## config.mk

```make
export PLATFORM = sky130hd
export DESIGN_NAME = psirq_top
export DESIGN_NICKNAME = d
export VERILOG_FILES = /design/src/rtl/psirq_pkg.sv /design/src/rtl/psirq_top.sv /design/src/rtl/psirq_i2c_slave.sv
export SDC_FILE = /design/constraint.sdc
export NUM_CORES = 1
export LEC_CHECK = 0
export ABC_AREA = 1
export BUFFER_PORTS_ARGS = -buffer_cell sky130_fd_sc_hd__buf_2
export CAP_MARGIN = 20
export CORE_MARGIN = 3
export CORE_UTILIZATION = 55
export CTS_BUF_LIST = sky130_fd_sc_hd__clkbuf_8
export CTS_CLUSTER_DIAMETER = 40
export DETAILED_ROUTE_END_ITERATION = 7
export PLACE_DENSITY = 0.76
export SYNTH_ARGS = -nofsm -noshare
export SYNTH_HDL_FRONTEND = slang
export SYNTH_SLANG_ARGS = --single-unit
```

## constraint.sdc

```tcl
create_clock -name ref_clk -period 1.55 [get_ports ref_clk]
set_clock_uncertainty 0.05 [all_clocks]
set_input_delay 0.31 -clock ref_clk [delete_from_list [all_inputs] [get_ports ref_clk]]
set_output_delay 0.31 -clock ref_clk [all_outputs]
set_load 0.02 [all_outputs]
```

## src/rtl/psirq_pkg.sv

```systemverilog
// psirq_pkg: shared constants for the port status, interrupt and auto-select block
// assumes: one 10 MHz clock, synchronous active-low reset
package psirq_pkg;

  // ---------------------------------------------------------------
  // register offsets on the local two-wire port
  // ---------------------------------------------------------------
  localparam logic [7:0] PSIRQ_STATUS_OFS  = 8'h01;
  localparam logic [7:0] PSIRQ_CONTROL_OFS = 8'h02;
  localparam logic [7:0] PSIRQ_LEVEL_OFS   = 8'h03;

  // slave address, value is arbitrary
  localparam logic [6:0] PSIRQ_SLAVE_ADDR  = 7'h2c;

  // ---------------------------------------------------------------
  // control register fields
  // ---------------------------------------------------------------
  localparam int PSIRQ_CTL_PSEL_LSB = 0;
  localparam int PSIRQ_CTL_EDGE_BIT = 2;
  localparam int PSIRQ_CTL_PRIO_LSB = 3;
  localparam int PSIRQ_CTL_AUTO_BIT = 5;
  localparam int PSIRQ_CTL_PWR_LSB  = 6;

  localparam logic [1:0] PSIRQ_PWR_NORMAL  = 2'h0;
  localparam logic [1:0] PSIRQ_PWR_STANDBY = 2'h1;
  localparam logic [1:0] PSIRQ_PWR_LOW     = 2'h2;

  // ---------------------------------------------------------------
  // status register fields
  // ---------------------------------------------------------------
  localparam int PSIRQ_STAT_PWR_LSB = 0;
  localparam int PSIRQ_STAT_SEL_LSB = 4;
  localparam int PSIRQ_STAT_CDET_BIT = 6;

  // ---------------------------------------------------------------
  // values after reset, and the bit count of a full byte
  // ---------------------------------------------------------------
  localparam logic [7:0] PSIRQ_CTL_RESET   = 8'h00;
  localparam logic [1:0] PSIRQ_LEVEL_RESET = 2'h0;
  localparam logic [1:0] PSIRQ_SEL_RESET   = 2'h0;
  localparam logic [3:0] PSIRQ_BIT_CNT_MAX = 4'h8;

  // ---------------------------------------------------------------
  // two-wire slave states
  // ---------------------------------------------------------------
  typedef enum logic [8:0] {
    PSIRQ_ST_IDLE  = 9'h001,
    PSIRQ_ST_ADDR  = 9'h002,
    PSIRQ_ST_ACK_A = 9'h004,
    PSIRQ_ST_PTR   = 9'h008,
    PSIRQ_ST_ACK_P = 9'h010,
    PSIRQ_ST_WDATA = 9'h020,
    PSIRQ_ST_ACK_W = 9'h040,
    PSIRQ_ST_RDATA = 9'h080,
    PSIRQ_ST_RACK  = 9'h100
  } psirq_i2c_state_t;

endpackage

```

## src/rtl/psirq_top.sv

```systemverilog
// psirq_top: port status, interrupt line, hot-plug and automatic port choice
// assumes: all pins asynchronous to ref_clk, host on the local two-wire port
//
// Functional notes
// in two-wire mode an interrupt is a low-to-high step on the irq line.
// any change of power sense, selected port or its clock detect raises it.
// reading status port_status gives power sense, selected port and clock detect.
// a completed read of status port_status drops the irq line low.
// the host should read status port_status soon after it sees an interrupt.
// in pin-strap mode irq mirrors the selected port's clock detect.
// automatic choice works only in two-wire mode, set by control bits 3 to 5.
// automatic choice uses the two priority bits and the four power sense bits.
// the mode select pin picks two-wire control or pin-strap control.
// the local two-wire port is a target and never starts a transfer.
// the host can set port, edge rate, power state and low-level setting.
// the display-data buffer is enabled per port, only for the chosen one.
// the buffer low level has three settings from the low-level register.
// chosen port hot-plug follows the sink; the others follow power sense (in low power this block drives the chosen one from power sense too).
// the power indicator is high when any power sense input is high.
// a raised irq stays high until the status register is read.
module psirq_top
  import psirq_pkg::*;
(
  input  wire logic       ref_clk,
  input  wire logic       reset_n,
  input  wire logic       scl_in,
  input  wire logic       sda_in,
  output logic            sda_out,
  output logic            sda_oe,
  input  wire logic       i2c_mode_sel,
  input  wire logic [1:0] port_strap,
  input  wire logic [3:0] source_power_sense,
  input  wire logic [3:0] clock_detect,
  input  wire logic       sink_hotplug_in,
  input  wire logic       low_power_n,
  output logic            irq,
  output logic [3:0]      port_hotplug_out,
  output logic            source_power_indicator,
  output logic [1:0]      selected_port,
  output logic [3:0]      ddc_repeater_en,
  output logic            edge_rate,
  output logic [1:0]      power_mode,
  output logic [1:0]      buffer_low_level_select
);

  // ---------------------------------------------------------------
  // pin synchronisers
  // ---------------------------------------------------------------
  logic [12:0] pin_a;
  logic [12:0] pin_b;
  logic [7:0]  ctl_reg;
  logic [1:0]  level_reg;
  logic [1:0]  sel_reg;
  logic [3:0]  pwr_prev;
  logic [1:0]  sel_prev;
  logic        cdet_prev;
  logic [7:0]  reg_ptr;
  logic        wr_stb;
  logic [7:0]  wr_data;
  logic        rd_done;
  logic [7:0]  rd_data;
  logic [3:0]  hp_next;
  logic [3:0]  rep_next;

  always_ff @(posedge ref_clk) begin
    if (!reset_n) begin
      pin_a <= 13'h0000;
      pin_b <= 13'h0000;
    end else begin
      pin_a <= {low_power_n, sink_hotplug_in, clock_detect, source_power_sense,
                port_strap, i2c_mode_sel};
      pin_b <= pin_a;
    end
  end

  wire       i2c_mode = pin_b[0];
  wire [1:0] strap    = pin_b[2:1];
  wire [3:0] pwr      = pin_b[6:3];
  wire [3:0] cdet_all = pin_b[10:7];
  wire       sink_hp  = pin_b[11];
  wire       lp_n     = pin_b[12];

  // ---------------------------------------------------------------
  // register port
  // ---------------------------------------------------------------
  psirq_i2c_slave u_slave (
    .ref_clk (ref_clk),
    .reset_n (reset_n),
    .scl_in  (scl_in),
    .sda_in  (sda_in),
    .sda_out (sda_out),
    .sda_oe  (sda_oe),
    .rd_data (rd_data),
    .reg_ptr (reg_ptr),
    .wr_stb  (wr_stb),
    .wr_data (wr_data),
    .rd_done (rd_done)
  );

  wire       wr_ctl      = wr_stb & (reg_ptr == PSIRQ_CONTROL_OFS);
  wire       wr_level    = wr_stb & (reg_ptr == PSIRQ_LEVEL_OFS);
  wire       status_read = rd_done & (reg_ptr == PSIRQ_STATUS_OFS);
  wire [1:0] ctl_psel    = ctl_reg[PSIRQ_CTL_PSEL_LSB +: 2];
  wire [1:0] ctl_prio    = ctl_reg[PSIRQ_CTL_PRIO_LSB +: 2];
  wire [1:0] ctl_pwr     = ctl_reg[PSIRQ_CTL_PWR_LSB +: 2];
  wire       ctl_auto    = ctl_reg[PSIRQ_CTL_AUTO_BIT];
  wire       cdet        = cdet_all[sel_reg];

  // status layout
  assign rd_data = (reg_ptr == PSIRQ_STATUS_OFS)  ? {1'b0, cdet, sel_reg, pwr} :
                   (reg_ptr == PSIRQ_CONTROL_OFS) ? ctl_reg :
                   (reg_ptr == PSIRQ_LEVEL_OFS)   ? {6'h00, level_reg} : 8'h00;

  // host writable settings
  always_ff @(posedge ref_clk) begin
    if (!reset_n) begin
      ctl_reg   <= PSIRQ_CTL_RESET;
      level_reg <= PSIRQ_LEVEL_RESET;
    end else begin
      if (wr_ctl) begin
        ctl_reg <= wr_data;
      end
      if (wr_level) begin
        level_reg <= wr_data[1:0];
      end
    end
  end

  // ---------------------------------------------------------------
  // port choice
  // ---------------------------------------------------------------
  function automatic logic [1:0] auto_pick(input logic [1:0] prio, input logic [3:0] p,
                                           input logic [1:0] cur);
    logic [1:0] pick;
    pick = cur;
    for (int i = 3; i >= 0; i--) begin
      if (p[i]) begin
        pick = 2'(i);
      end
    end
    if (p[prio]) begin
      pick = prio;
    end
    return pick;
  endfunction

  // mode pin picks control source
  // automatic choice only in two-wire mode
  // priority port, then lowest powered port
  wire [1:0] sel_next = !i2c_mode ? strap :
                        ctl_auto  ? auto_pick(ctl_prio, pwr, sel_reg) : ctl_psel;

  // ---------------------------------------------------------------
  // interrupt line
  // ---------------------------------------------------------------
  // qualifying changes
  wire change  = (pwr != pwr_prev) | (sel_reg != sel_prev) | (cdet != cdet_prev);
  // raise on change, R4: clear on status read, R16: hold, set wins
  // strap mode mirrors clock detect
  wire irq_next = i2c_mode ? (change | (irq & ~status_read)) : cdet;
  wire lp       = ~lp_n | (ctl_pwr == PSIRQ_PWR_LOW);

  // hot-plug per port
  // buffer enabled only for chosen port
  for (genvar g = 0; g < 4; g++) begin : g_port
    assign hp_next[g]  = (sel_reg == 2'(g) && !lp) ? sink_hp : pwr[g];
    assign rep_next[g] = (sel_reg == 2'(g)) & !lp;
  end

  always_ff @(posedge ref_clk) begin
    if (!reset_n) begin
      sel_reg                 <= PSIRQ_SEL_RESET;
      pwr_prev                <= 4'h0;
      sel_prev                <= PSIRQ_SEL_RESET;
      cdet_prev               <= 1'b0;
      irq                     <= 1'b0;
      port_hotplug_out        <= 4'h0;
      source_power_indicator  <= 1'b0;
      selected_port           <= PSIRQ_SEL_RESET;
      ddc_repeater_en         <= 4'h0;
      edge_rate               <= 1'b0;
      power_mode              <= PSIRQ_PWR_NORMAL;
      buffer_low_level_select <= PSIRQ_LEVEL_RESET;
    end else begin
      sel_reg                 <= sel_next;
      pwr_prev                <= pwr;
      sel_prev                <= sel_reg;
      cdet_prev               <= cdet;
      irq                     <= irq_next;
      port_hotplug_out        <= hp_next;
      // any power sense high
      source_power_indicator  <= |pwr;
      selected_port           <= sel_reg;
      ddc_repeater_en         <= rep_next;
      edge_rate               <= ctl_reg[PSIRQ_CTL_EDGE_BIT];
      power_mode              <= lp ? PSIRQ_PWR_LOW : (i2c_mode ? ctl_pwr : PSIRQ_PWR_NORMAL);
      // low-level setting to buffer
      buffer_low_level_select <= level_reg;
    end
  end
endmodule

```

## src/rtl/psirq_i2c_slave.sv

```systemverilog
// psirq_i2c_slave: target-only two-wire port with a register pointer
// assumes: scl/sda arrive from pins, read data supplied by the parent
module psirq_i2c_slave
  import psirq_pkg::*;
(
  input  wire logic       ref_clk,
  input  wire logic       reset_n,
  input  wire logic       scl_in,
  input  wire logic       sda_in,
  output logic            sda_out,
  output logic            sda_oe,
  input  wire logic [7:0] rd_data,
  output logic      [7:0] reg_ptr,
  output logic            wr_stb,
  output logic      [7:0] wr_data,
  output logic            rd_done
);

  // ---------------------------------------------------------------
  // pin synchronisers and edge detection
  // ---------------------------------------------------------------
  logic [1:0]       scl_sync;
  logic [1:0]       sda_sync;
  logic             scl_d;
  logic             sda_d;
  psirq_i2c_state_t state;
  logic [3:0]       cnt;
  logic [7:0]       sr;
  logic [7:0]       tx;
  logic             rw;
  logic             nack;

  wire scl_s    = scl_sync[1];
  wire sda_s    = sda_sync[1];
  wire start_w  = scl_s & scl_d & sda_d & ~sda_s;
  wire stop_w   = scl_s & scl_d & ~sda_d & sda_s;
  wire rise_w   = scl_s & ~scl_d;
  wire fall_w   = ~scl_s & scl_d;
  wire byte_w   = (cnt == PSIRQ_BIT_CNT_MAX);
  wire addr_hit = (sr[7:1] == PSIRQ_SLAVE_ADDR);

  always_ff @(posedge ref_clk) begin
    if (!reset_n) begin
      scl_sync <= 2'h3;
      sda_sync <= 2'h3;
      scl_d    <= 1'b1;
      sda_d    <= 1'b1;
    end else begin
      scl_sync <= {scl_sync[0], scl_in};
      sda_sync <= {sda_sync[0], sda_in};
      scl_d    <= scl_s;
      sda_d    <= sda_s;
    end
  end

  // ---------------------------------------------------------------
  // byte engine
  // ---------------------------------------------------------------
  // target only, drives sda low for ack and data
  always_ff @(posedge ref_clk) begin
    if (!reset_n) begin
      state   <= PSIRQ_ST_IDLE;
      cnt     <= 4'h0;
      sr      <= 8'h00;
      tx      <= 8'h00;
      rw      <= 1'b0;
      nack    <= 1'b0;
      reg_ptr <= 8'h00;
      wr_stb  <= 1'b0;
      wr_data <= 8'h00;
      rd_done <= 1'b0;
      sda_oe  <= 1'b0;
      sda_out <= 1'b0;
    end else begin
      wr_stb  <= 1'b0;
      rd_done <= 1'b0;
      if (rd_done) begin
        reg_ptr <= reg_ptr + 8'h01;
      end
      if (start_w) begin
        state  <= PSIRQ_ST_ADDR;
        cnt    <= 4'h0;
        sda_oe <= 1'b0;
      end else if (stop_w) begin
        state  <= PSIRQ_ST_IDLE;
        sda_oe <= 1'b0;
      end else if (rise_w) begin
        case (state)
          PSIRQ_ST_ADDR, PSIRQ_ST_PTR, PSIRQ_ST_WDATA: begin
            sr  <= {sr[6:0], sda_s};
            cnt <= cnt + 4'h1;
          end
          PSIRQ_ST_RACK: begin
            nack    <= sda_s;
            rd_done <= 1'b1;
          end
          default: begin
          end
        endcase
      end else if (fall_w) begin
        case (state)
          PSIRQ_ST_ADDR: begin
            if (byte_w) begin
              state  <= addr_hit ? PSIRQ_ST_ACK_A : PSIRQ_ST_IDLE;
              sda_oe <= addr_hit;
              rw     <= sr[0];
            end
          end
          PSIRQ_ST_PTR: begin
            if (byte_w) begin
              reg_ptr <= sr;
              state   <= PSIRQ_ST_ACK_P;
              sda_oe  <= 1'b1;
            end
          end
          PSIRQ_ST_WDATA: begin
            if (byte_w) begin
              wr_stb  <= 1'b1;
              wr_data <= sr;
              state   <= PSIRQ_ST_ACK_W;
              sda_oe  <= 1'b1;
            end
          end
          PSIRQ_ST_ACK_A, PSIRQ_ST_RACK: begin
            if (state == PSIRQ_ST_RACK && nack) begin
              state  <= PSIRQ_ST_IDLE;
              sda_oe <= 1'b0;
            end else if (state == PSIRQ_ST_RACK || rw) begin
              state  <= PSIRQ_ST_RDATA;
              tx     <= {rd_data[6:0], 1'b0};
              sda_oe <= ~rd_data[7];
              cnt    <= 4'h1;
            end else begin
              state  <= PSIRQ_ST_PTR;
              sda_oe <= 1'b0;
              cnt    <= 4'h0;
            end
          end
          PSIRQ_ST_ACK_P, PSIRQ_ST_ACK_W: begin
            if (state == PSIRQ_ST_ACK_W) begin
              reg_ptr <= reg_ptr + 8'h01;
            end
            state  <= PSIRQ_ST_WDATA;
            sda_oe <= 1'b0;
            cnt    <= 4'h0;
          end
          PSIRQ_ST_RDATA: begin
            if (byte_w) begin
              state  <= PSIRQ_ST_RACK;
              sda_oe <= 1'b0;
            end else begin
              sda_oe <= ~tx[7];
              tx     <= {tx[6:0], 1'b0};
              cnt    <= cnt + 4'h1;
            end
          end
          default: begin
            state <= PSIRQ_ST_IDLE;
          end
        endcase
      end
    end
  end

endmodule

```

# After elaboration in Yosys (flattened, before gate mapping)
# Index checks and enable logic that the tools add are counted.
# word_totals
regBits	116
latch_bits	0
ramBits	0
rom_bits	0
inputBits	17
output_inout_bits	19
word_cells	199
mem_count	0
# op_classes
n_addsub	2
multipliers	0
div_mod_pow	0
magnitude_cmp	2
n_eq_ne	37
n_shift	0
mux	60
bitwise_logic	34
reduce_logical	32
# op_table
op	count
2-to-1 mux 8 bit	13
one-hot mux 9 bit (6 select lines)	1
2-to-1 mux 9 bit	5
one-hot mux 8 bit (2 select lines)	2
AND reduction 6 bit	5
2-to-1 mux 2 bit	14
2-to-1 mux 4 bit	5
equality test 8 x 2 -> 1 bit, second input constant	2
inequality test 4 x 1 -> 1 bit, second input constant	4
AND 1 bit	15
2-to-1 mux 1 bit	15
NOT 1 bit	15
inequality test 2 x 1 -> 1 bit, second input constant	6
one-hot mux 4 bit (3 select lines)	1
equality test 9 x 2 -> 1 bit, second input constant	1
equality test 9 x 3 -> 1 bit, second input constant	1
equality test 9 x 4 -> 1 bit, second input constant	1
equality test 9 x 5 -> 1 bit, second input constant	1
equality test 9 x 6 -> 1 bit, second input constant	1
equality test 9 x 7 -> 1 bit, second input constant	1
equality test 9 x 8 -> 1 bit, second input constant	1
equality test 9 bit, second input constant	1
OR reduction 3 bit	3
adder 8 x 1 -> 8 bit, second input constant	1
other kinds (32)	52

# Depth between registers and ports, before layout
# Gate-level depths: netlist of the first run.
# depth
depth_word	9
mapped_depth	12
mapped_depth_nobuf	12

# Hierarchy
# A second synthesis of the first run with hierarchy kept.
# unflattened
hier_cells	770
area_unflattened_um2	5454.0
# modules_own_cells
mod	n_inst	cells_per_inst	area_per_inst_um2	seq_area_each_um2
psirq_i2c_slave	1	459	3143.0	1101.1
psirq_top	1	311	2311.0	1201.2

# Worst setup path after synthesis of the first run
# No wires, ideal clock.
# synth_timing
path_type	register -> register
from	register u_slave.scl_d
to	register u_slave.wr_data[6]
arrival_ns	1.493
t_required_ns	1.381
setup_slack_ns	-0.112
path_stages_with_launch	10
n_path_buf	1
period_less_slack_ns	1.662
cell_sequence	dfxtp_1 > inv_1 > ha_1 > nor2_4 > inv_2 > nor2_4 > nand3_2 > buf_2 > o21ai_1 > a21oi_1
# synth_between
elab_chain_len	5
word_cells_on_any_way	12
cone_classes	bitwise: 11; reduce/logical: 1
# synth_lines
element	line_no	text
start, declared	psirq_i2c_slave.sv:24	logic scl_d;
start signal, assigned	psirq_i2c_slave.sv:51	scl_d <= scl_s;
AND 1 bit	psirq_i2c_slave.sv:35, psirq_i2c_slave.sv:36	
AND 1 bit, on equally long branches (2 in series)	psirq_i2c_slave.sv:35, psirq_i2c_slave.sv:36	
NOT 1 bit (no line)	--	
AND reduction 6 bit (no line) (*)	--	
end signal, assigned	psirq_i2c_slave.sv:119	wr_data <= sr;
end, declared	psirq_i2c_slave.sv:15	output logic [7:0] wr_data,
# Mark *: on every way between the ends. The rest lies on a longest branch, timed or not.
# A chain may end at the register's enable or synchronous reset.

# Final worst setup path of the first run
# layout_timing
from	register u_slave.state[1]
to	register u_slave.sda_oe
# layout_between
elab_chain_len	5
word_cells_on_any_way	20
cone_classes	eq/ne: 10; mux: 3; reduce/logical: 7
# layout_lines
element	line_no	text
start, declared	psirq_i2c_slave.sv:26	psirq_i2c_state_t state;
start signal, assigned	psirq_i2c_slave.sv:104	state <= addr_hit ? PSIRQ_ST_ACK_A : PSIRQ_ST_IDLE;
equality test 9 bit	psirq_i2c_slave.sv:101, psirq_i2c_slave.sv:125, psirq_i2c_slave.sv:128	
logical OR 1 bit	psirq_i2c_slave.sv:128	end else if (state == PSIRQ_ST_RACK || rw) begin
2-to-1 mux 1 bit	psirq_i2c_slave.sv:128	
2-to-1 mux 1 bit	psirq_i2c_slave.sv:125	if (state == PSIRQ_ST_RACK && nack) begin
one-hot mux 1 bit (5 select lines)	psirq_i2c_slave.sv:101	case (state)
end signal, assigned	psirq_i2c_slave.sv:105	sda_oe <= addr_hit;
end signal, assigned	psirq_i2c_slave.sv:131	sda_oe <= ~rd_data[7];
end signal, assigned	psirq_i2c_slave.sv:152	sda_oe <= ~tx[7];
end, declared	psirq_i2c_slave.sv:11	output logic sda_oe,
# Parallel ways exist; a longest one is shown, timed or not.

==> impl_metrics.csv, run 1 <==
group,metric,value,unit
logic_synthesis,syn-cell-area,5238,um^2
logic_synthesis,synth_largest_type_area_fraction,0.4396,
logic_synthesis,synth_enable_flop_cells,0,
placed_design,dp_slack,-0.1650,ns
routing,detailedRoute.firstPassIterationCount,7,
sta,postLayoutSetupSlackWorst,-0.3403,ns
setup_path,crit_path_start_kind,"register",
sta,rsz0062_at_grt,"yes",
pwr,power.density_cell_area,859.6,nW/um^2
cts,htreeDepth,4,
status,run_status,"finished, violations left",
global_routing,globalRouteOverflowTotal,0,
global_routing,grt_max_degree,73,
logic_synthesis,number_of_nets_in_the_synthesized_netlist,747,
routing,remaining_drc_errors,0,
min_path,hp-class,"input pin to register",
global_routing,antenna_found_initial,0,
logic_synthesis,synthMostInstantiatedCell,"nand2_1",
sta,period_minus_slack,1.890,ns
floorplan,start_util,0.5835,
logic_synthesis,synth-seq-cells,115,
logic_synthesis,netlist_instances,722,
floorplan,floorplan.io_pins,36,
cts,max-clock-path-buffers,2,
cts,cts_sinks,115,
setup_path,maximum_fanout_along_the_worst_path,4,
routing,final_ant_viol_nets,0,
placed_design,number_of_buffer_cells_added_on_primary_ports,34,
setup_path,criticalPathCategory,"register to register",
global_routing,globalRouteTotalUtil,0.2788,
global_routing,vias_in_the_first_global_route,5199,
sta,setup_viol,46,
setup_path,crit_path_arrival_time,2.17,ns
pwr,peakVddDrop,0.8017,mV
routing,wire_per_inst,16.88,um
routing,drt_wl_total,17130,um
floorplan,die_x,103.6,um
sta,fin_crit_sh,1.220,
setup_path,timing.critical_path.cells,"buf_4 > nand2_1 > nor2_1 > o21ai_2 > nand2_4 > a21oi_1 > nand2_2 > nor2_1 > nor2_1",
layout,drive_above_1_share,0.3746,
floorplan,core.rowCount,34,
logic_synthesis,async_sr_flop_fraction,0,
logic_synthesis,synthDistinctLibCells,42,
setup_path,crit_path_top_delay_cell,"dfxtp_2",
cts,clk_latency,0.44,ns
routing,via_count_of_the_routed_design,5539,
cts,worst_setup_hold_path_clk_slew,0.08,ns
setup_path,setup.worst_path.end_class,"register",
sta,maxClockFrequency,529.0,MHz
routing,detail_route.iter0.violations,581,
setup_path,worst_path_largest_cell_delay,0.34,ns
run,drv_cap,0,
setup_path,worst_ep_required_time,1.83,ns
floorplan,core_area,8976,um^2
global_routing,grt_pass1_wl,24390,um
cts,tritoncts,"built",
status,failed_checks,"negative setup slack",
placed_design,place.detailed.hpwl,9336,um
pwr,leakage,0.003477,uW
logic_synthesis,yosysTopAreaCell,"dfxtp_1",
layout,finalNetCount,901,
sta,final-max-slew-violation-count,0,
logic_synthesis,synth.avg_cell_area,7.254,um^2
layout,area_growth_from_synthesis_to_layout,44.05,%
logic_synthesis,synth_seq_area_share,0.4396,
logic_synthesis,synthesis.yosys.warnings,0,
cts,root_buffer,"clkbuf_8",
layout,antennaDiodeCount,0,
floorplan,die_h,103.6,um
layout,largestRegisters,"pin_a: 13 flops, pin_b: 13 flops, u_slave.state: 9 flops",
setup_path,cp.buffers_inverters,1,
pwr,power,6486,uW
setup_path,cell_family_with_most_cp_delay,"simple AND/OR/NAND/NOR gates",
sta,final_report_hold_violation_count,0,
cts,cts_made_buffers,17,
setup_path,cp_common_cell,"nor2_1",
floorplan,design.die.area,10730,um^2
logic_synthesis,synth_ff_type,"dfxtp_1",
placed_design,gp_congestion,0.9436,
routing,vias_per_cell,5.457,
logic_synthesis,synthTopCellsByCount,"nand2_1, dfxtp_1, inv_1",
logic_synthesis,synth.area.top_cells,"dfxtp_1, nand2_1, inv_1",
==> worst paths after layout <==
check	from	endpoint	slack [ns]	cells after the start
setup / recovery	u_slave.state[1]	u_slave.sda_oe	-0.34	9
hold / removal	reset_n	u_slave.state[0]	0.11	2
setup reg to reg	u_slave.state[1]	u_slave.sda_oe	-0.34	9
hold reg to reg	pin_a[11]	pin_b[11]	0.37	2
==> worst register-to-register path, stage by stage, from the launching register on <==
cell	delay [ns]
dfxtp_2	0.34
buf_4	0.13
nand2_1	0.06
nor2_1	0.08
o21ai_2	0.28
nand2_4	0.15
a21oi_1	0.30
nand2_2	0.13
nor2_1	0.19
nor2_1	0.08
==> logic make-up (layout without fill, tap and decap cells) <==
logic type	Yosys count	count (layout)	synth area share
fa+ha+maj	8	8	0.01911
simple gates	304	306	0.2664
xor+xnor	14	14	0.02341
compound gates	135	135	0.1419
buf+inv	145	310	0.1089
flops	115	115	0.4396
other cells	1	1	0.0007160
==> area by class of cell <==
class                           count  area, um^2
Timing Repair Buffer              153        1227
Tap cell                          126       157.7
Fill cell                         467        1431
Sequential cell                   115        2322
Multi-Input combinational cell    464        2944
Clock inverter                     15       162.7
Inverter                          125       496.7
Clock buffer                       17       234.0
==> placed cells by master, fill, tap and decap left out, types with 4 or more instances in the layout <==
cell type and n:
buf_12 4, nor2_2 11, xnor2_1 6, dlygate4sd3_1 15, nor2_1 47, nand3_4 9
xor2_1 8, dfxtp_1 105, nand3_1 25, buf_6 21, or2_2 5, nand4_1 9
buf_4 78, buf_2 35, nor3_1 5, o21ai_1 14, dfxtp_2 7, nand2_2 16
inv_6 5, inv_4 7, nor2_4 16, inv_1 97, inv_2 15, o21ai_0 33
nand2_4 21, o22a_1 4, a21oi_2 20, a21oi_1 39, clkbuf_8 17, nand2_1 126
ha_4 5, o22ai_1 7, o21ai_2 9, nand3_2 7, inv_8 5
==> report_power, final <==
group          leakage [uW]  switching, uW  internal (uW)
sequential         0.000939           43.7           3010
clock              0.000198           1490           1350
combinational       0.00234            344            245
==> per-stage QoR <==
| stage | setup TNS, ns | instance area (um^2) | utilization | hold slack (ns) | instances |
|---|---|---|---|---|---|
| after floorplan | -0.02923 | 5266 | - | 0.3405 | 722 |
| after global placement | -1.991 | 6048 | 0.6738 | 0.3438 | 933 |
| after detailed placement | -3.233 | 6048 | 0.6738 | 0.3492 | 933 |
| after CTS | -0.7496 | 7005 | 0.7805 | 0.1007 | 998 |
| after global routing | -9.748 | 7545 | 0.8405 | 0.1108 | 1015 |
| final | -6.110 | 7545 | 0.8405 | 0.1147 | 1015 |
==> layer usage <==
metal	up-vias	part of all wire	GRT usage	wire, um
li1	2594	-	-	-
met1	2575	0.39	0.3375	6641
met2	288	0.49	0.4874	8462
met3	82	0.072	0.05348	1241
met4	0	0.046	0.1130	787
met5	-	0	0	0
==> repair_timing <==
item	4_1_cts	5_1_grt
hold buffers	15	0
resized for setup	81	106
endpoints found under the hold margin	15	0
pin swaps	18	40
setup endpoints to repair	47	59
gates cloned	2	1
setup buffers	16	18
Note: power is estimated with default switching activity, not from simulation.
==> run 2: changes to the inputs <==
- BUFFER_PORTS_ARGS: -buffer_cell sky130_fd_sc_hd__buf_2 -> -buffer_cell sky130_fd_sc_hd__clkbuf_2
- SYNTH_HIERARCHICAL: default -> 1
==> run 2 against run 1 <==
Effect of this change:
- the flow still finishes with violations (negative setup slack)
- clock power grew 4%
- largest cell class unchanged
- fmax up 7.7%
- register-to-register slack better by 0.14 ns
- critical path type unchanged
- first-iteration DRC count is 24% lower
- hold slack worse by 0.11 ns
- routed wire length is 7.0% higher
- core utilization decreased by 2.0 points
==> impl_metrics.csv, run 2 <==
group,metric,value,unit
status,run_status,"finished, violations left",
setup_path,maximum_fanout_along_the_worst_path,4,
min_path,hp-class,"input pin to register",
layout,area_growth_from_synthesis_to_layout,42.37,%
logic_synthesis,async_sr_flop_fraction,0,
setup_path,crit_path_start_kind,"register",
cts,cts_made_buffers,17,
cts,tritoncts,"built",
setup_path,timing.critical_path.cells,"nor2_4 > nand3_4 > nor2_4 > nand2_2 > nand2_2 > inv_2 > nand2_4 > nor3_4 > buf_6 > o21ai_2 > nor2_1",
routing,remaining_drc_errors,0,
logic_synthesis,synth.area.top_cells,"dfxtp_1, nand2_1, inv_1",
logic_synthesis,syn-cell-area,5454,um^2
layout,finalNetCount,944,
cts,root_buffer,"clkbuf_8",
sta,final_report_hold_violation_count,0,
sta,final-max-slew-violation-count,0,
sta,setup_viol,48,
logic_synthesis,synth.avg_cell_area,7.083,um^2
sta,postLayoutSetupSlackWorst,-0.2043,ns
routing,via_count_of_the_routed_design,5884,
routing,final_ant_viol_nets,0,
global_routing,top_usage_layer,"met2",
setup_path,setup.worst_path.end_class,"register",
layout,final_cell_mix,"nand2_1, inv_1, dfxtp_1",
global_routing,grt_use_met2,0.5342,
sta,fin_tns_setup,-5.580,ns
pwr,power.density_cell_area,853.5,nW/um^2
sta,fin_crit_sh,1.132,
placed_design,place.detailed.hpwl,10670,um
global_routing,vias_in_the_first_global_route,5769,
routing,detail_route.iter0.violations,441,
cts,clk_latency,0.43,ns
cts,htreeDepth,4,
run,drv_cap,0,
setup_path,crit_path_arrival_time,2.02,ns
setup_path,cp.buffers_inverters,2,
pwr,peakVddDrop,0.8153,mV
cts,max-clock-path-buffers,2,
logic_synthesis,synth_enable_flop_cells,0,
layout,final_core_utilization,0.8209,
logic_synthesis,netlist_instances,770,
setup_path,criticalPathCategory,"register to register",
floorplan,design.die.area,11150,um^2
layout,drive_above_1_share,0.3961,
global_routing,globalRouteOverflowTotal,0,
setup_path,cell_family_with_most_cp_delay,"simple AND/OR/NAND/NOR gates",
placed_design,gp_congestion,0.9651,
setup_path,worst_ep_required_time,1.82,ns
logic_synthesis,synthMostInstantiatedCell,"nand2_1",
layout,largestRegisters,"pin_a: 13 flops, pin_b: 13 flops, u_slave/state: 9 flops",
global_routing,grt_max_degree,82,
logic_synthesis,synth_largest_type_area_fraction,0.4221,
floorplan,core_area,9459,um^2
logic_synthesis,yosysTopAreaCell,"dfxtp_1",
logic_synthesis,synth-seq-cells,115,
placed_design,dp_slack,-0.2370,ns
routing,wire_per_inst,17.25,um
status,failed_checks,"negative setup slack",
global_routing,grt_pass1_wl,28210,um
pwr,leakage,0.003605,uW
routing,vias_per_cell,5.535,
routing,detailedRoute.firstPassIterationCount,5,
logic_synthesis,synth_ff_type,"dfxtp_1",
sta,maxClockFrequency,570.0,MHz
logic_synthesis,number_of_nets_in_the_synthesized_netlist,793,
setup_path,crit_path_top_delay_cell,"dfxtp_4",
floorplan,start_util,0.5766,
floorplan,floorplan.io_pins,36,
sta,rsz0062_at_grt,"yes",
logic_synthesis,synthTopCellsByCount,"nand2_1, inv_1, dfxtp_1",
layout,layout.cells.most_common,"nand2_1",
logic_synthesis,synthDistinctLibCells,43,
cts,cts_sinks,115,
floorplan,die_h,105.6,um
cts,worst_setup_hold_path_clk_slew,0.08,ns
sta,period_minus_slack,1.754,ns
logic_synthesis,synth_seq_area_share,0.4221,
layout,fillerInstances,559,
placed_design,number_of_buffer_cells_added_on_primary_ports,34,
setup_path,worst_path_largest_cell_delay,0.36,ns
floorplan,core.rowCount,35,
global_routing,met1_usage_grt,0.3951,
floorplan,die_x,105.6,um
routing,drt_wl_total,18330,um
logic_synthesis,synthesis.yosys.warnings,6,
global_routing,grt_util_met3,0.06062,
global_routing,antenna_found_initial,0,
layout,antennaDiodeCount,0,
global_routing,globalRouteTotalUtil,0.3164,
-- run 2: path summary, 6_finish.rpt --
path,from,to,slack [ns],depth (start not counted)
worst min-delay path,clock_detect[0],pin_a[7],0.009,3
worst max register to register,u_slave/state[1],u_slave/tx[5],-0.20,11
worst max-delay path,u_slave/state[1],u_slave/tx[5],-0.20,11
worst min register to register,pin_a[7],pin_b[7],0.37,2
-- run 2: timing repair --
action | 4_1_cts | 5_1_grt
endpoints found under the hold margin | 1 | 0
buffers inserted | 20 | 5
pin swaps | 44 | 28
setup endpoints to repair | 46 | 59
hold buffers | 1 | 0
resized for setup | 121 | 84
cloned | 2 | 2
-- run 2: metrics by stage --
stage	hold WS [ns]	area, um^2	instances	power (uW)
3_5_place_dp	0.3479	6436	1003	3601
6_report	0.008722	7765	1063	6628
3_3_place_gp	0.3449	6436	1003	3585
2_1_floorplan	0.3405	5519	770	3413
5_1_grt	0.009669	7765	1063	6829
4_1_cts	0.004425	7447	1058	6510
-- run 2: power breakdown --
part | switching (uW) | internal [uW]
sequential | 44.3 | 3020
clock | 1470 | 1480
combinational | 376 | 240
total | 1890 | 4730
-- run 2: layout make-up --
cell class | count | area, um^2 | area share
clock inverters | 15 | 172.7 | 0.02224
repair buffers | 147 | 1129 | 0.1453
well taps | 129 | 161.4 | 0.02079
flip-flops and latches | 115 | 2333 | 0.3005
inverters | 126 | 508.0 | 0.06542
clock buffers | 17 | 234.0 | 0.03013
multi-input cells | 514 | 3227 | 0.4156
-- run 2: logic make-up (layout without fill, tap and decap cells) --
| family | count (synthesis) | count (layout) | share of synthesized area |
|---|---|---|---|
| other | 1 | 1 | 0.0006876 |
| AOI/OAI and AO/OA | 118 | 118 | 0.1179 |
| buffers and inverters | 144 | 305 | 0.1071 |
| adders and majority gates | 6 | 6 | 0.01376 |
| xor gates and xnor gates | 9 | 9 | 0.01445 |
| DFF | 115 | 115 | 0.4221 |
| and+or+nand+nor | 377 | 380 | 0.3239 |
-- run 2: worst min-delay path: cells and delay by family --
kind                   cells  cell delay (ns)
buffers and inverters      2             0.12
AND/OR/NAND/NOR            1             0.04
-- run 2: metal layers --
metal,vias to the layer above,share of wire
met5,-,0
met4,0,0.043
met3,81,0.077
met2,337,0.48
met1,2716,0.40
li1,2750,-
==> run 3: changes to the inputs <==
- SYNTH_HIERARCHICAL: 1 -> default
==> run 3 against run 2 <==
Effect of this change:
- the flow still finishes with violations (negative setup slack)
- setup slack gained 0.063 ns
- non-clock buffer count shrank 13
- critical path depth shrank 4
- power grew 1.6%
- sequential share of layout area grew 2.3 points
- clock-buffer cell count grew 1
- register-to-register slack gained 0.06 ns
- die area shrank 3.7%
- combinational power shrank 13%
- critical path type unchanged
==> impl_metrics.csv, run 3 (same netlist as run 1, synthesis figures left out) <==
group,metric,value,unit
placed_design,number_of_buffer_cells_added_on_primary_ports,34,
pwr,switchingPower,1808,uW
floorplan,floorplan.io_pins,36,
pwr,power.clock.fraction,0.465,
global_routing,globalRouteTotalUtil,0.2783,
floorplan,core.rowCount,34,
pwr,swShare,0.2686,
setup_path,worst_ep_required_time,1.87,ns
run,drv_cap,0,
placed_design,place.detailed.hpwl,9468,um
layout,finalNetCount,882,
placed_design,dpl_cell_area,6043,um^2
sta,period_minus_slack,1.691,ns
setup_path,cp_common_cell,"nor2_4",
setup_path,timing.critical_path.cells,"nor2_4 > inv_2 > nor2_4 > nand4_1 > buf_4 > or2_1 > a21oi_2",
global_routing,vias_in_the_first_global_route,5205,
routing,via_count_of_the_routed_design,5309,
routing,detail_route.iter0.violations,330,
layout,layout.cells.most_common,"nand2_1",
setup_path,crit_path_arrival_time,2.01,ns
sta,final_report_hold_violation_count,0,
sta,setup_viol,37,
routing,met1_length,6386,um
layout,area_taken_by_multi_input_logic_gates,2781,um^2
sta,worst_hold_slack,0.01076,ns
floorplan,design.die.area,10730,um^2
sta,maxClockFrequency,591.2,MHz
floorplan,die_x,103.6,um
routing,remaining_drc_errors,0,
cts,cts_made_buffers,17,
sta,postLayoutSetupSlackWorst,-0.1414,ns
cts,tritoncts,"built",
layout,antennaDiodeCount,0,
layout,largestRegisters,"pin_a: 13 flops, pin_b: 13 flops, u_slave.state: 9 flops",
pwr,leakage,0.003313,uW
sta,rsz0062_at_grt,"yes",
global_routing,grt_max_degree,73,
routing,route.met2.wl,7981,um
status,failed_checks,"negative setup slack",
cts,max-clock-path-buffers,2,
setup_path,crit_path_start_kind,"register",
pwr,power_frac_comb,0.080,
routing,vias_per_cell,5.330,
floorplan,start_util,0.5835,
sta,fin_crit_sh,1.091,
routing,wire_per_inst,15.91,um
layout,regArea,2327,um^2
layout,final_cell_mix,"nand2_1, inv_1, dfxtp_1",
pwr,seq_power_share,0.455,
routing,drt_wl_total,15850,um
layout,post-route-cell-area,7202,um^2
layout,drive_above_1_share,0.3494,
setup_path,cp.buffers_inverters,2,
global_routing,antenna_found_initial,0,
cts,worst_setup_hold_path_clk_slew,0.08,ns
cts,htreeDepth,4,
global_routing,globalRouteOverflowTotal,0,
cts,clk_latency,0.44,ns
routing,maxUsedRoutingLayer,"met4",
global_routing,grt_pass1_wl,24540,um
pwr,peakVddDrop,0.8589,mV
routing,met3_routed_wirelength,961,um
setup_path,cell_family_with_most_cp_delay,"simple AND/OR/NAND/NOR gates",
sta,final-max-slew-violation-count,0,
routing,final_ant_viol_nets,0,
cts,root_buffer,"clkbuf_8",
pwr,int_pwr,4923,uW
floorplan,core_area,8976,um^2
setup_path,worst_path_largest_cell_delay,0.35,ns
layout,fillerInstances,564,
pwr,power.density_cell_area,934.7,nW/um^2
routing,detailedRoute.firstPassIterationCount,5,
setup_path,maximum_fanout_along_the_worst_path,5,
floorplan,die_h,103.6,um
status,run_status,"finished, violations left",
setup_path,criticalPathCategory,"register to register",
cts,cts_sinks,115,
placed_design,gp_congestion,0.9423,
setup_path,crit_path_top_delay_cell,"dfxtp_2",
min_path,hp-class,"input pin to register",
setup_path,setup.worst_path.end_class,"register",
placed_design,dp_slack,-0.1671,ns
layout,area_growth_from_synthesis_to_layout,37.51,%
[run 3: changes by cell type in the layout (fill, tap and decap cells not counted), sizes merged, moves of 12 or more]
cell | before | now
dlygate4sd3 | 1 | 13
nor2 | 98 | 75
nand3 | 59 | 40
nand2 | 192 | 164
a21oi | 44 | 59
buf | 112 | 87
[run 3: path summary, 6_finish.rpt]
check                           slack (ns)  cells past startpoint             start                  end
worst min register to register        0.36                      2          pin_a[4]             pin_b[4]
worst max register to register       -0.14                      7  u_slave.state[5]     u_slave.state[3]
worst min-delay path                  0.01                      2            sda_in  u_slave.sda_sync[0]
worst max-delay path                 -0.14                      7  u_slave.state[5]     u_slave.state[3]
[run 3: stage by stage]
| step | TNS (ns) | cells | power, uW | utilization |
|---|---|---|---|---|
| global route | -6.680 | 996 | 6942 | 0.8023 |
| global placement | -1.679 | 934 | 3522 | 0.6733 |
| detailed placement | -3.020 | 934 | 3535 | 0.6733 |
| finish | -2.740 | 996 | 6731 | 0.8023 |
| CTS | -0.9605 | 986 | 6655 | 0.7683 |
| floorplan | -0.02923 | 722 | 3386 | - |
[run 3: metal layers]
layer | vias to the layer above | GRT usage
met5 | - | 0
met3 | 47 | 0.05659
met2 | 213 | 0.4794
li1 | 2555 | -
met4 | 0 | 0.1197
met1 | 2494 | 0.3378
[run 3: power groups by stage]
stage / clock network (uW) / logic, uW / registers [uW]
6_report: 3130 / 539 / 3060
5_1_grt: 3290 / 590 / 3070
4_1_cts: 3120 / 478 / 3060
3_5_place_dp: 0 / 409 / 3130
3_3_place_gp: 0 / 399 / 3120
2_1_floorplan: 0 / 257 / 3130
[run 3: final cells by class]
| class | count | area share |
|---|---|---|
| inverter | 125 | 0.06758 |
| clock buffer | 18 | 0.03440 |
| timing repair buffer | 134 | 0.1404 |
| sequential | 115 | 0.3231 |
| multi-input combinational | 464 | 0.3862 |
| tap | 126 | 0.02189 |
| clock inverter | 14 | 0.02641 |
[run 3: timing repair]
action	in CTS	in global routing
gates resized for setup	73	82
buffers inserted	6	8
hold buffers	13	0
setup endpoints to repair	47	59
pin swaps	30	27
gates cloned	1	2
endpoints found under the hold margin	13	0
